$ cat config.mk
export PLATFORM = sky130hd
export DESIGN_NAME = tstrt_top
export DESIGN_NICKNAME = d
export VERILOG_FILES = /design/src/core/tstrt_pkg.sv /design/src/core/tstrt_sigrom.sv /design/src/core/tstrt_top.sv
export VERILOG_INCLUDE_DIRS = /design/src /design/src/core
export SDC_FILE = /design/constraint.sdc
export NUM_CORES = 1
export LEC_CHECK = 0
export ABC_AREA = 1
export BUFFER_PORTS_ARGS = -buffer_cell sky130_fd_sc_hd__buf_4
export CORE_UTILIZATION = 57
export CTS_BUF_LIST = sky130_fd_sc_hd__clkbuf_8 sky130_fd_sc_hd__clkbuf_16
export CTS_CLUSTER_DIAMETER = 30
export DETAILED_ROUTE_END_ITERATION = 8
export PLACE_DENSITY = 0.87
export SETUP_SLACK_MARGIN = 0.3
export SKIP_CTS_REPAIR_TIMING = 1
export SLEW_MARGIN = 10
export SYNTH_ARGS = -nofsm -noshare
export SYNTH_HDL_FRONTEND = slang
export SYNTH_SLANG_ARGS = --single-unit
$ cat constraint.sdc
create_clock -name MCLK -period 4.65 [get_ports MCLK]
set_clock_uncertainty 0.05 [all_clocks]
set_input_delay 0.6975 -clock MCLK [delete_from_list [all_inputs] [get_ports MCLK]]
set_output_delay 0.6975 -clock MCLK [all_outputs]
set_load 0.05 [all_outputs]
$ cat src/core/tstrt_regs.svh
// constants for the test routing and self test block
`ifndef TSTRT_REGS_SVH
`define TSTRT_REGS_SVH
`define TSTRT_SELFTEST_ARM    8'h09
`define TSTRT_SIG_BYTES       7'd64
`define TSTRT_BUS_RX          5'h07
`define TSTRT_BUS_OSC         5'h0D
`define TSTRT_AUX_RXACT       4'hD
`define TSTRT_AUX_SUBC        4'hE
`define TSTRT_AUX_PROBE       4'hF
`define TSTRT_AUX_DAC1        4'h1
`define TSTRT_AUX_DAC2        4'h1
`define TSTRT_AUX_CORR        4'h2
`define TSTRT_AUX_MINLVL      4'h4
`define TSTRT_AUX_ADCI        4'h5
`define TSTRT_AUX_ADCQ        4'h6
`define TSTRT_AUX_TXACT       4'hC
`define TSTRT_PRBS_OFF        2'h0
`define TSTRT_PRBS9           2'h1
`define TSTRT_PRBS15          2'h2
`define TSTRT_OSC_DIV         3'h3
`define TSTRT_PRBS9_SEED      15'h01FF
`define TSTRT_PRBS15_SEED     15'h7FFF
`endif

$ cat src/core/tstrt_pkg.sv
// types for the test routing and self test block
package tstrt_pkg;
  typedef enum logic [3:0] {
    ST_IDLE = 4'b0001,
    ST_WAIT = 4'b0010,
    ST_DUMP = 4'b0100,
    ST_DONE = 4'b1000
  } tstrt_st_t;
  typedef struct packed {
    logic       rx_data;
    logic       rx_coll;
    logic       rx_valid;
    logic       rx_over;
    logic       rx_reset;
  } tstrt_rx_t;
  typedef struct packed {
    logic       start_bit;
    logic       data_bit;
    logic       parity_bit;
    logic       crc_bit;
    logic       speed_106;
  } tstrt_phase_t;
endpackage

$ cat src/core/tstrt_sigrom.sv
// signature memory: 64 bytes, registered read
`timescale 1ns/1ps
module tstrt_sigrom (
  input  wire logic       clk,
  input  wire logic [5:0] addr,
  output logic      [7:0] data
);
  // =========================================================
  // lookup
  logic [7:0] rom_v;
  always_comb begin
    case (addr)
      6'h00: rom_v = 8'h00; 6'h01: rom_v = 8'hEB; 6'h02: rom_v = 8'h66; 6'h03: rom_v = 8'hBA;
      6'h04: rom_v = 8'h57; 6'h05: rom_v = 8'hBF; 6'h06: rom_v = 8'h23; 6'h07: rom_v = 8'h95;
      6'h08: rom_v = 8'hD0; 6'h09: rom_v = 8'hE3; 6'h0A: rom_v = 8'h0D; 6'h0B: rom_v = 8'h3D;
      6'h0C: rom_v = 8'h27; 6'h0D: rom_v = 8'h89; 6'h0E: rom_v = 8'h5C; 6'h0F: rom_v = 8'hDE;
      6'h10: rom_v = 8'h9D; 6'h11: rom_v = 8'h3B; 6'h12: rom_v = 8'hA7; 6'h13: rom_v = 8'h00;
      6'h14: rom_v = 8'h21; 6'h15: rom_v = 8'h5B; 6'h16: rom_v = 8'h89; 6'h17: rom_v = 8'h82;
      6'h18: rom_v = 8'h51; 6'h19: rom_v = 8'h3A; 6'h1A: rom_v = 8'hEB; 6'h1B: rom_v = 8'h02;
      6'h1C: rom_v = 8'h0C; 6'h1D: rom_v = 8'hA5; 6'h1E: rom_v = 8'h00; 6'h1F: rom_v = 8'h49;
      6'h20: rom_v = 8'h7C; 6'h21: rom_v = 8'h84; 6'h22: rom_v = 8'h4D; 6'h23: rom_v = 8'hB3;
      6'h24: rom_v = 8'hCC; 6'h25: rom_v = 8'hD2; 6'h26: rom_v = 8'h1B; 6'h27: rom_v = 8'h81;
      6'h28: rom_v = 8'h5D; 6'h29: rom_v = 8'h48; 6'h2A: rom_v = 8'h76; 6'h2B: rom_v = 8'hD5;
      6'h2C: rom_v = 8'h71; 6'h2D: rom_v = 8'h61; 6'h2E: rom_v = 8'h21; 6'h2F: rom_v = 8'hA9;
      6'h30: rom_v = 8'h86; 6'h31: rom_v = 8'h96; 6'h32: rom_v = 8'h83; 6'h33: rom_v = 8'h38;
      6'h34: rom_v = 8'hCF; 6'h35: rom_v = 8'h9D; 6'h36: rom_v = 8'h5B; 6'h37: rom_v = 8'h6D;
      6'h38: rom_v = 8'hDC; 6'h39: rom_v = 8'h15; 6'h3A: rom_v = 8'hBA; 6'h3B: rom_v = 8'h3E;
      6'h3C: rom_v = 8'h7D; 6'h3D: rom_v = 8'h95; 6'h3E: rom_v = 8'h3B; default: rom_v = 8'h2F;
    endcase
  end
  // =========================================================
  // registered read port, no reset needed for a constant table
  always_ff @(posedge clk) begin
    data <= rom_v;
  end
endmodule // tstrt_sigrom

$ cat src/core/tstrt_top.sv
// test routing, probe bus, aux pin selection, prbs and self test signature
`timescale 1ns/1ps
`include "tstrt_regs.svh"
module tstrt_top (
  input  wire logic                 MCLK,
  input  wire logic                 NRST,
  input  wire logic                 SOFT_RESET,
  input  wire logic [7:0]           SELF_TEST_CONTROL,
  input  wire logic                 CRC_CALCULATE_COMMAND,
  input  wire logic                 TRANSMIT_COMMAND,
  input  wire logic                 FRAME_END,
  input  wire logic [4:0]           PROBE_GROUP_SELECTOR,
  input  wire logic [2:0]           PROBE_LINE_SELECTOR,
  input  wire logic [1:0]           PRBS_SELECT,
  input  wire logic [3:0]           FIRST_AUX_SOURCE,
  input  wire logic [3:0]           SECOND_AUX_SOURCE,
  input  wire logic [5:0]           FIRST_DAC_VALUE,
  input  wire logic [5:0]           SECOND_DAC_VALUE,
  input  wire logic [5:0]           CORRELATOR_OUTPUT,
  input  wire logic [5:0]           MINIMUM_LEVEL_SIGNAL,
  input  wire logic [5:0]           ADC_I,
  input  wire logic [5:0]           ADC_Q,
  input  wire tstrt_pkg::tstrt_rx_t RX_SIG,
  input  wire tstrt_pkg::tstrt_phase_t RX_PHASE,
  input  wire tstrt_pkg::tstrt_phase_t TX_PHASE,
  input  wire logic                 SUBCARRIER_DETECTED,
  input  wire logic                 OSCILLATOR_STABLE,
  input  wire logic                 OSCILLATOR_RAW,
  output logic [6:1]                PROBE_LINES,
  output logic [5:0]                FIRST_AUX_PIN,
  output logic [5:0]                SECOND_AUX_PIN,
  output logic                      RECEIVE_IN_PROGRESS,
  output logic                      TRANSMIT_IN_PROGRESS,
  output logic                      PRBS_ACTIVE,
  output logic                      PRBS_BIT,
  output logic                      FIFO_WRITE,
  output logic [7:0]                FIFO_WDATA,
  output logic                      SELF_TEST_BUSY
);
  import tstrt_pkg::*;

  // =========================================================
  // state record
  typedef struct packed {
    tstrt_st_t  st;
    logic [6:0] cnt;
    logic       armed;
    logic [2:0] div;
    logic [14:0] lfsr;
    logic       prbs_on;
    logic       prbs15;
    logic [6:1] probe;
    logic [5:0] first_aux_pin;
    logic [5:0] second_aux_pin;
    logic       rxa;
    logic       txa;
    logic       fwr;
    logic [7:0] fdat;
    logic       busy;
  } tstrt_state_t;

  tstrt_state_t s_q;
  tstrt_state_t s_d;
  logic [7:0]   rom_data;
  logic [5:0]   rom_addr;
  logic [7:0]   probe_group;
  logic         probe_bit;
  logic         rxa_v;
  logic         txa_v;
  logic         fb;

  // address leads the registered rom output by one cycle
  assign rom_addr = s_q.cnt[5:0];

  tstrt_sigrom u_rom (
    .clk  (MCLK),
    .addr (rom_addr),
    .data (rom_data)
  );

  // =========================================================
  // activity indicators, depending on the bit rate
  always_comb begin
    // 106k keeps tx high over start bits, rx never shows them
    rxa_v = RX_PHASE.data_bit | RX_PHASE.crc_bit
          | (RX_PHASE.speed_106 & RX_PHASE.parity_bit);
    txa_v = TX_PHASE.data_bit | TX_PHASE.crc_bit
          | (TX_PHASE.speed_106 & (TX_PHASE.parity_bit | TX_PHASE.start_bit));
  end

  // =========================================================
  // probe bus groups
  always_comb begin
    probe_group = 8'h00;
    case (PROBE_GROUP_SELECTOR)
      `TSTRT_BUS_RX:
        probe_group = {1'b0, RX_SIG.rx_data, RX_SIG.rx_coll, RX_SIG.rx_valid,
                       RX_SIG.rx_over, RX_SIG.rx_reset, 1'b0, 1'b0};
      `TSTRT_BUS_OSC:
        probe_group = {1'b0, OSCILLATOR_STABLE, s_q.div[2], 1'b0, 1'b0,
                       OSCILLATOR_RAW, 1'b0, 1'b0};
      default: probe_group = 8'h00;
    endcase
    probe_bit = probe_group[PROBE_LINE_SELECTOR];
  end

  // one aux pin source; 6 bit level, digital sources drive full scale
  function automatic logic [5:0] aux_pick(input logic [3:0] sel, input logic first);
    logic [5:0] r;
    r = 6'h00;
    case (sel)
      `TSTRT_AUX_DAC1: r = first ? FIRST_DAC_VALUE : SECOND_DAC_VALUE;
      `TSTRT_AUX_CORR: r = CORRELATOR_OUTPUT;
      `TSTRT_AUX_MINLVL: r = MINIMUM_LEVEL_SIGNAL;
      `TSTRT_AUX_ADCI: r = ADC_I;
      `TSTRT_AUX_ADCQ: r = ADC_Q;
      // apart from code 1, which picks each pin's own dac, the same code means the same source on either pin
      `TSTRT_AUX_RXACT: r = {6{rxa_v}};
      `TSTRT_AUX_TXACT: r = {6{txa_v}};
      `TSTRT_AUX_SUBC: r = {6{SUBCARRIER_DETECTED}};
      `TSTRT_AUX_PROBE: r = {6{probe_bit}};
      default: r = 6'h00;
    endcase
    return r;
  endfunction

  // =========================================================
  // next state
  always_comb begin
    s_d = s_q;
    s_d.fwr = 1'b0;
    s_d.div = 3'(s_q.div + 3'h1);
    s_d.probe = probe_group[6:1];
    s_d.first_aux_pin = aux_pick(FIRST_AUX_SOURCE, 1'b1);
    s_d.second_aux_pin = aux_pick(SECOND_AUX_SOURCE, 1'b0);
    s_d.rxa = rxa_v;
    s_d.txa = txa_v;
    s_d.armed = (SELF_TEST_CONTROL == `TSTRT_SELFTEST_ARM);
    // prbs: start on transmit, stop at frame end or deselect
    fb = s_q.prbs15 ? (s_q.lfsr[14] ^ s_q.lfsr[13]) : (s_q.lfsr[8] ^ s_q.lfsr[4]);
    if (s_q.prbs_on) begin
      // shifting only on payload bits; framing bits come from the framer
      if (TX_PHASE.data_bit) begin
        s_d.lfsr = {s_q.lfsr[13:0], fb};
      end
      if (FRAME_END || PRBS_SELECT == `TSTRT_PRBS_OFF) begin
        s_d.prbs_on = 1'b0;
      end
    end else if (TRANSMIT_COMMAND && PRBS_SELECT != `TSTRT_PRBS_OFF) begin
      s_d.prbs_on = 1'b1;
      s_d.prbs15 = (PRBS_SELECT == `TSTRT_PRBS15);
      s_d.lfsr = (PRBS_SELECT == `TSTRT_PRBS15) ? `TSTRT_PRBS15_SEED : `TSTRT_PRBS9_SEED;
    end
    // self test sequencer
    case (s_q.st)
      ST_IDLE: begin
        if (CRC_CALCULATE_COMMAND && s_q.armed) begin
          s_d.st = ST_WAIT;
          s_d.cnt = 7'h00;
        end
      end
      ST_WAIT: begin
        s_d.st = ST_DUMP;
        s_d.cnt = 7'h01;
      end
      ST_DUMP: begin
        s_d.fwr = 1'b1;
        s_d.fdat = rom_data;
        s_d.cnt = 7'(s_q.cnt + 7'h01);
        if (s_q.cnt == `TSTRT_SIG_BYTES) begin
          s_d.st = ST_DONE;
        end
      end
      ST_DONE: s_d.st = ST_IDLE;
      default: s_d.st = ST_IDLE;
    endcase
    if (SOFT_RESET) begin
      s_d.st = ST_IDLE;
      s_d.prbs_on = 1'b0;
      s_d.fwr = 1'b0;
    end
    // busy is kept as its own flop so the output needs no decode
    s_d.busy = (s_d.st != ST_IDLE);
  end

  // =========================================================
  // state register
  always_ff @(posedge MCLK or negedge NRST) begin
    if (!NRST) begin
      s_q <= '{st: ST_IDLE, lfsr: 15'h7FFF, default: '0};
    end else begin
      s_q <= s_d;
    end
  end

  assign PROBE_LINES          = s_q.probe;
  assign FIRST_AUX_PIN        = s_q.first_aux_pin;
  assign SECOND_AUX_PIN       = s_q.second_aux_pin;
  assign RECEIVE_IN_PROGRESS  = s_q.rxa;
  assign TRANSMIT_IN_PROGRESS = s_q.txa;
  assign PRBS_ACTIVE          = s_q.prbs_on;
  assign PRBS_BIT             = s_q.lfsr[0];
  assign FIFO_WRITE           = s_q.fwr;
  assign FIFO_WDATA           = s_q.fdat;
  assign SELF_TEST_BUSY       = s_q.busy;
endmodule // tstrt_top

Word-level counts from Yosys, hierarchy flattened

Memories as Yosys holds them, arrays and structs flattened. A register that Yosys moved wholly into a read port is not among the register bits.
Cells that the tools add are included.

Bits in registers: 62
ROM bits: 512
Bits of input ports: 86
Word-level logic and storage cells: 87
Memories kept: 1

Memories:

| name            | words | width | read ports | clocked after Yosys merged registers in | write ports | line               | RTL |
|---|---|---|---|---|---|---|---|
| (no name shown) | 64    | 8     | 1          | 1                                       | 0           | tstrt_sigrom.sv:12 | `case (addr)` |

Add/sub/neg operators: 2
$lt $le $gt $ge: 1
Equality and inequality tests: 29
Multiplexer cells: 19
Bitwise gates (word level): 10
Reduce and logical (&&, ||, !) cells: 10

Operators by type and width:

| operator            | count |
|---|---|
| $pmux 6 s9          | 2 |
| $eq 4x4->1 const B  | 8 |
| $mux 15             | 2 |
| $eq 4x3->1 const B  | 7 |
| $pmux 7 s3          | 1 |
| $mux 17             | 1 |
| $mux 16             | 1 |
| $pmux 7 s2          | 1 |
| $eq 4x1->1 const B  | 3 |
| $eq 4x2->1 const B  | 3 |
| $pmux 4 s3          | 1 |
| $mux 11             | 1 |
| $mux 9              | 1 |
| $eq 8x4->1 const B  | 1 |
| $mux 4              | 2 |
| $add 7x1->7 const B | 1 |
| $eq 7x7->1 const B  | 1 |
| $reduce_and 2->1    | 3 |
| $eq 5x3->1 const B  | 1 |
| $eq 5x4->1 const B  | 1 |
| $mux 1              | 5 |
| $or 1x1->1          | 5 |
| $lt 3x4->1 const B  | 1 |
| $ne 2x2->1 const B  | 2 |
| 12 further kinds    | 16 |

Longest topological paths before layout

Depth after elaboration: 5
Gate-level depth with buffers: 11
Depth with buffers taken out: 11

Modules after synthesis

A second synthesis with hierarchy kept.

Cells, all modules: 626
Area, all modules: 4489.3 µm²

Modules (own cells, without submodules):

| module       | instances | cells each | area each (µm²) | sequential area each (µm²) |
|---|---|---|---|---|
| tstrt_top    | 1         | 432        | 3394.5          | 1546.5 |
| tstrt_sigrom | 1         | 194        | 1094.8          | 160.2 |

Worst setup path before layout

OpenSTA, ideal clock, no wires.

Path kind: register to register
From: register s_q (netlist bit rom_addr[1])
To: register u_rom.data[1]
Library setup time: 0.116 ns
Data arrival time: 1.555 ns
Required time: 4.484 ns
Slack: 2.929 ns
Stages on the path, launching flop included: 9
Path buffers: 0
Clock period less this slack: 1.721 ns
Path through: dfrtp_1 > inv_1 > ha_1 > nor2_1 > a211oi_1 > o21ai_1 > o21ai_0 > nand2_1 > nand2_1

RTL lines:

| item                   | line              | RTL |
|---|---|---|
| from (decl)            | tstrt_top.sv:62   | `tstrt_state_t s_q;` |
| from (signal assigned) | tstrt_top.sv:190  | `s_q <= '{st: ST_IDLE, lfsr: 15'h7FFF, default: '0};` |
| from (signal assigned) | tstrt_top.sv:192  | `s_q <= s_d;` |
| to (decl)              | tstrt_sigrom.sv:6 | `output logic [7:0] data` |

==> reports/results.ini <==
[layout]
antenna_cells=0
drive_gt1_frac=0.2838
final_design_area_no_fill_mm2=0.005271
most-common-layout-cells=117 x nand2_1, 115 x buf_4, 65 x inv_1
syn2layout_area_growth_pct=20.44
finalNetCount=761
final_common_cell=nand2_1
final_util=0.7191

[power]
net-switching-power_w=0.0005278
p_sw_frac=0.3378
p_clk_frac=0.285
p_leak_nw=2.841
power.internal_w=0.001035
power_frac_comb=0.259
ir_drop_mv=0.1432
power.density_mw_per_mm2=296.4
power_frac_seq=0.457
power_w=0.001562

[clock_tree]
cts-buffers-inserted=9
path_clk_slew_ns=0.08
h-tree-depth=3
insertion_delay_ns=0.34
cts-root-buf=clkbuf_8
clock-sinks=69
cts_tree=built
cts.path.max_buffers=2

[timing]
fin_setup_tns_ns=0
max_freq_ghz=0.4401
period_minus_slack_ns=2.272
fin_crit_sh=0.4886
timing.slew.headroom=0.4204
drv_slew=0
finalHoldViolations=0
grt_setup_unrepaired=false
worst_pin_slew_ns=0.8695
setup_viol=0

[grt]
grt_max_degree=62
grt_use_total=0.2891
grt_pass1_wl_um=17710
grt_pass1_vias=3985
grt_remaining_overflow=0
antenna_found_initial=0

[synth]
synth-seq-cells=69
syn_area_mm2=0.004377
syn_nets=675
syn-instance-count=575
async_reset_ff_frac=0.8841
yosysSeqAreaShare=0.3899
ys_warn_count=0
ys.flop_type=dfrtp_1
ys_types=43
syn_area_per_cell_um2=7.612
synth-edff-count=0

[die]
ios=118
die_w_um=89.63
die_area_mm2=0.008033
core_area_mm2=0.007331
fp-row-count=31
start_util=0.5970
die_h_um=89.63

[route]
detail_route.wl_per_cell_um=14.58
drt_iter0_markers=284
ant_nets=0
via_per_inst=5.558
wirelength_um=11150
vias=4252
drtPass1Iterations=5
drc=0

[critical_path]
worstSetupStartpointType=flop
worstSetupEndpointType=flop
arrival_ns=2.44
rr_worst_depth=9
criticalPathCategory=flop to flop
cp_max_fo=12
cp.required_ns=4.82

[run_status]
status=complete, no violations

[placement]
place_area_mm2=0.005089
place_hpwl_um=8491
io_buffers=115
gp_congestion=1.046

[worst_hold_path]
hold_path.class=input pin to async pin

[flow_run]
cap_viol_max_count=0

-- metal layers --
metal | GRT usage | vias up | part of all wire
met5 | 0 | - | 0
met2 | 0.5110 | 223 | 0.51
met1 | 0.3465 | 1954 | 0.40
li1 | - | 2059 | -
met3 | 0.05667 | 16 | 0.075
met4 | 0.1126 | 0 | 0.017
-- registers in the layout (all words and copies together), names as in the netlist --
register / cells
s_q: 24
rom_addr: 6
SELF_TEST_BUSY: 1
RECEIVE_IN_PROGRESS: 1
FIFO_WDATA: 8
TRANSMIT_IN_PROGRESS: 1
SECOND_AUX_PIN: 6
PROBE_LINES: 5
PRBS_ACTIVE: 1
PRBS_BIT: 1
u_rom.data: 8
FIRST_AUX_PIN: 6
FIFO_WRITE: 1
-- path summary, 6_finish.rpt --
path,startpoint,to,slack (ns)
min in group MCLK,s_q[47]$_DFF_PN0_,s_q[47]$_DFF_PN0_,0.39
worst min-delay path,NRST,PRBS_ACTIVE$_DFF_PN0_,0.39
max in group asynchronous,NRST,PROBE_LINES[3]$_DFF_PN0_,3.67
worst max register to register,rom_addr[1]$_DFFE_PN0P_,u_rom.data[0]$_DFF_P_,2.38
worst min register to register,s_q[47]$_DFF_PN0_,s_q[47]$_DFF_PN0_,0.39
worst max-delay path,rom_addr[1]$_DFFE_PN0P_,u_rom.data[0]$_DFF_P_,2.38
-- synth_stat cells, types with 2 or more instances --
cell type,number,share of area
buf_4,29,0.050
xor2_1,3,0.0060
o221ai_1,9,0.018
dfstp_2,16,0.096
buf_2,7,0.0080
nor3b_1,5,0.0086
inv_2,11,0.0094
o21ai_1,11,0.013
dfxtp_1,8,0.037
a211oi_1,2,0.0034
o211ai_1,5,0.0086
dfrtp_1,45,0.26
a22o_1,5,0.010
nor2_4,4,0.010
nor3_1,3,0.0034
nand2_1,117,0.10
ha_1,14,0.040
o21ai_0,31,0.035
mux2_2,8,0.021
nand4_1,17,0.024
o31ai_1,2,0.0034
inv_1,65,0.056
clkbuf_1,3,0.0026
a31oi_1,3,0.0043
a21oi_1,33,0.038
o22ai_1,10,0.014
nand2_2,7,0.010
nor2_2,7,0.010
nor2_1,53,0.045
nand3_1,29,0.033
-- through the flow --
step	setup slack (ns)	hold slack, ns	cells
after floorplan	2.929	0.3506	575
after global placement	2.474	0.3634	749
after detailed placement	2.426	0.3880	749
after CTS	2.399	0.3912	765
after global routing	2.204	0.4214	765
final	2.378	0.3898	765
-- worst max-delay path: stages, from the launching register on --
cell and delay, ns:
dfrtp_1 0.62, inv_1 0.28, ha_1 0.32, o21ai_1 0.27, and2_1 0.17, nor2_1 0.04, a21oi_1 0.12, o21ai_1 0.10
nand2_1 0.09, nand3_1 0.07
-- layout make-up --
class,count,area [um^2]
multi-input combinational,389,2103
fill,597,2059
sequential,69,1707
timing repair buffer,115,863.3
inverter,77,291.5
clock buffer,10,137.6
tap,99,123.9
clock inverter,6,45.04
-- cells by family after synthesis --
family / after synthesis / synth area share
AND/OR/NAND/NOR: 248 / 0.2576
XOR/XNOR: 4 / 0.008006
other: 1 / 0.0008568
flip-flops: 69 / 0.3899
AO/OA/AOI/OAI: 114 / 0.1535
buffers and inverters: 117 / 0.1295
adder cells (fa/ha/maj): 14 / 0.04002
multiplexers: 8 / 0.02058
-- power groups by stage --
| stage | sequential (W) | clock, W | combinational [W] |
|---|---|---|---|
| after floorplan | 0.000708 | 0 | 0.000284 |
| after global placement | 0.000721 | 0 | 0.000394 |
| after detailed placement | 0.000724 | 0 | 0.000399 |
| after CTS | 0.000712 | 0.000455 | 0.000401 |
| after global routing | 0.000721 | 0.000482 | 0.000441 |
| final | 0.000713 | 0.000445 | 0.000404 |
Power figures use the tool's default switching activity.
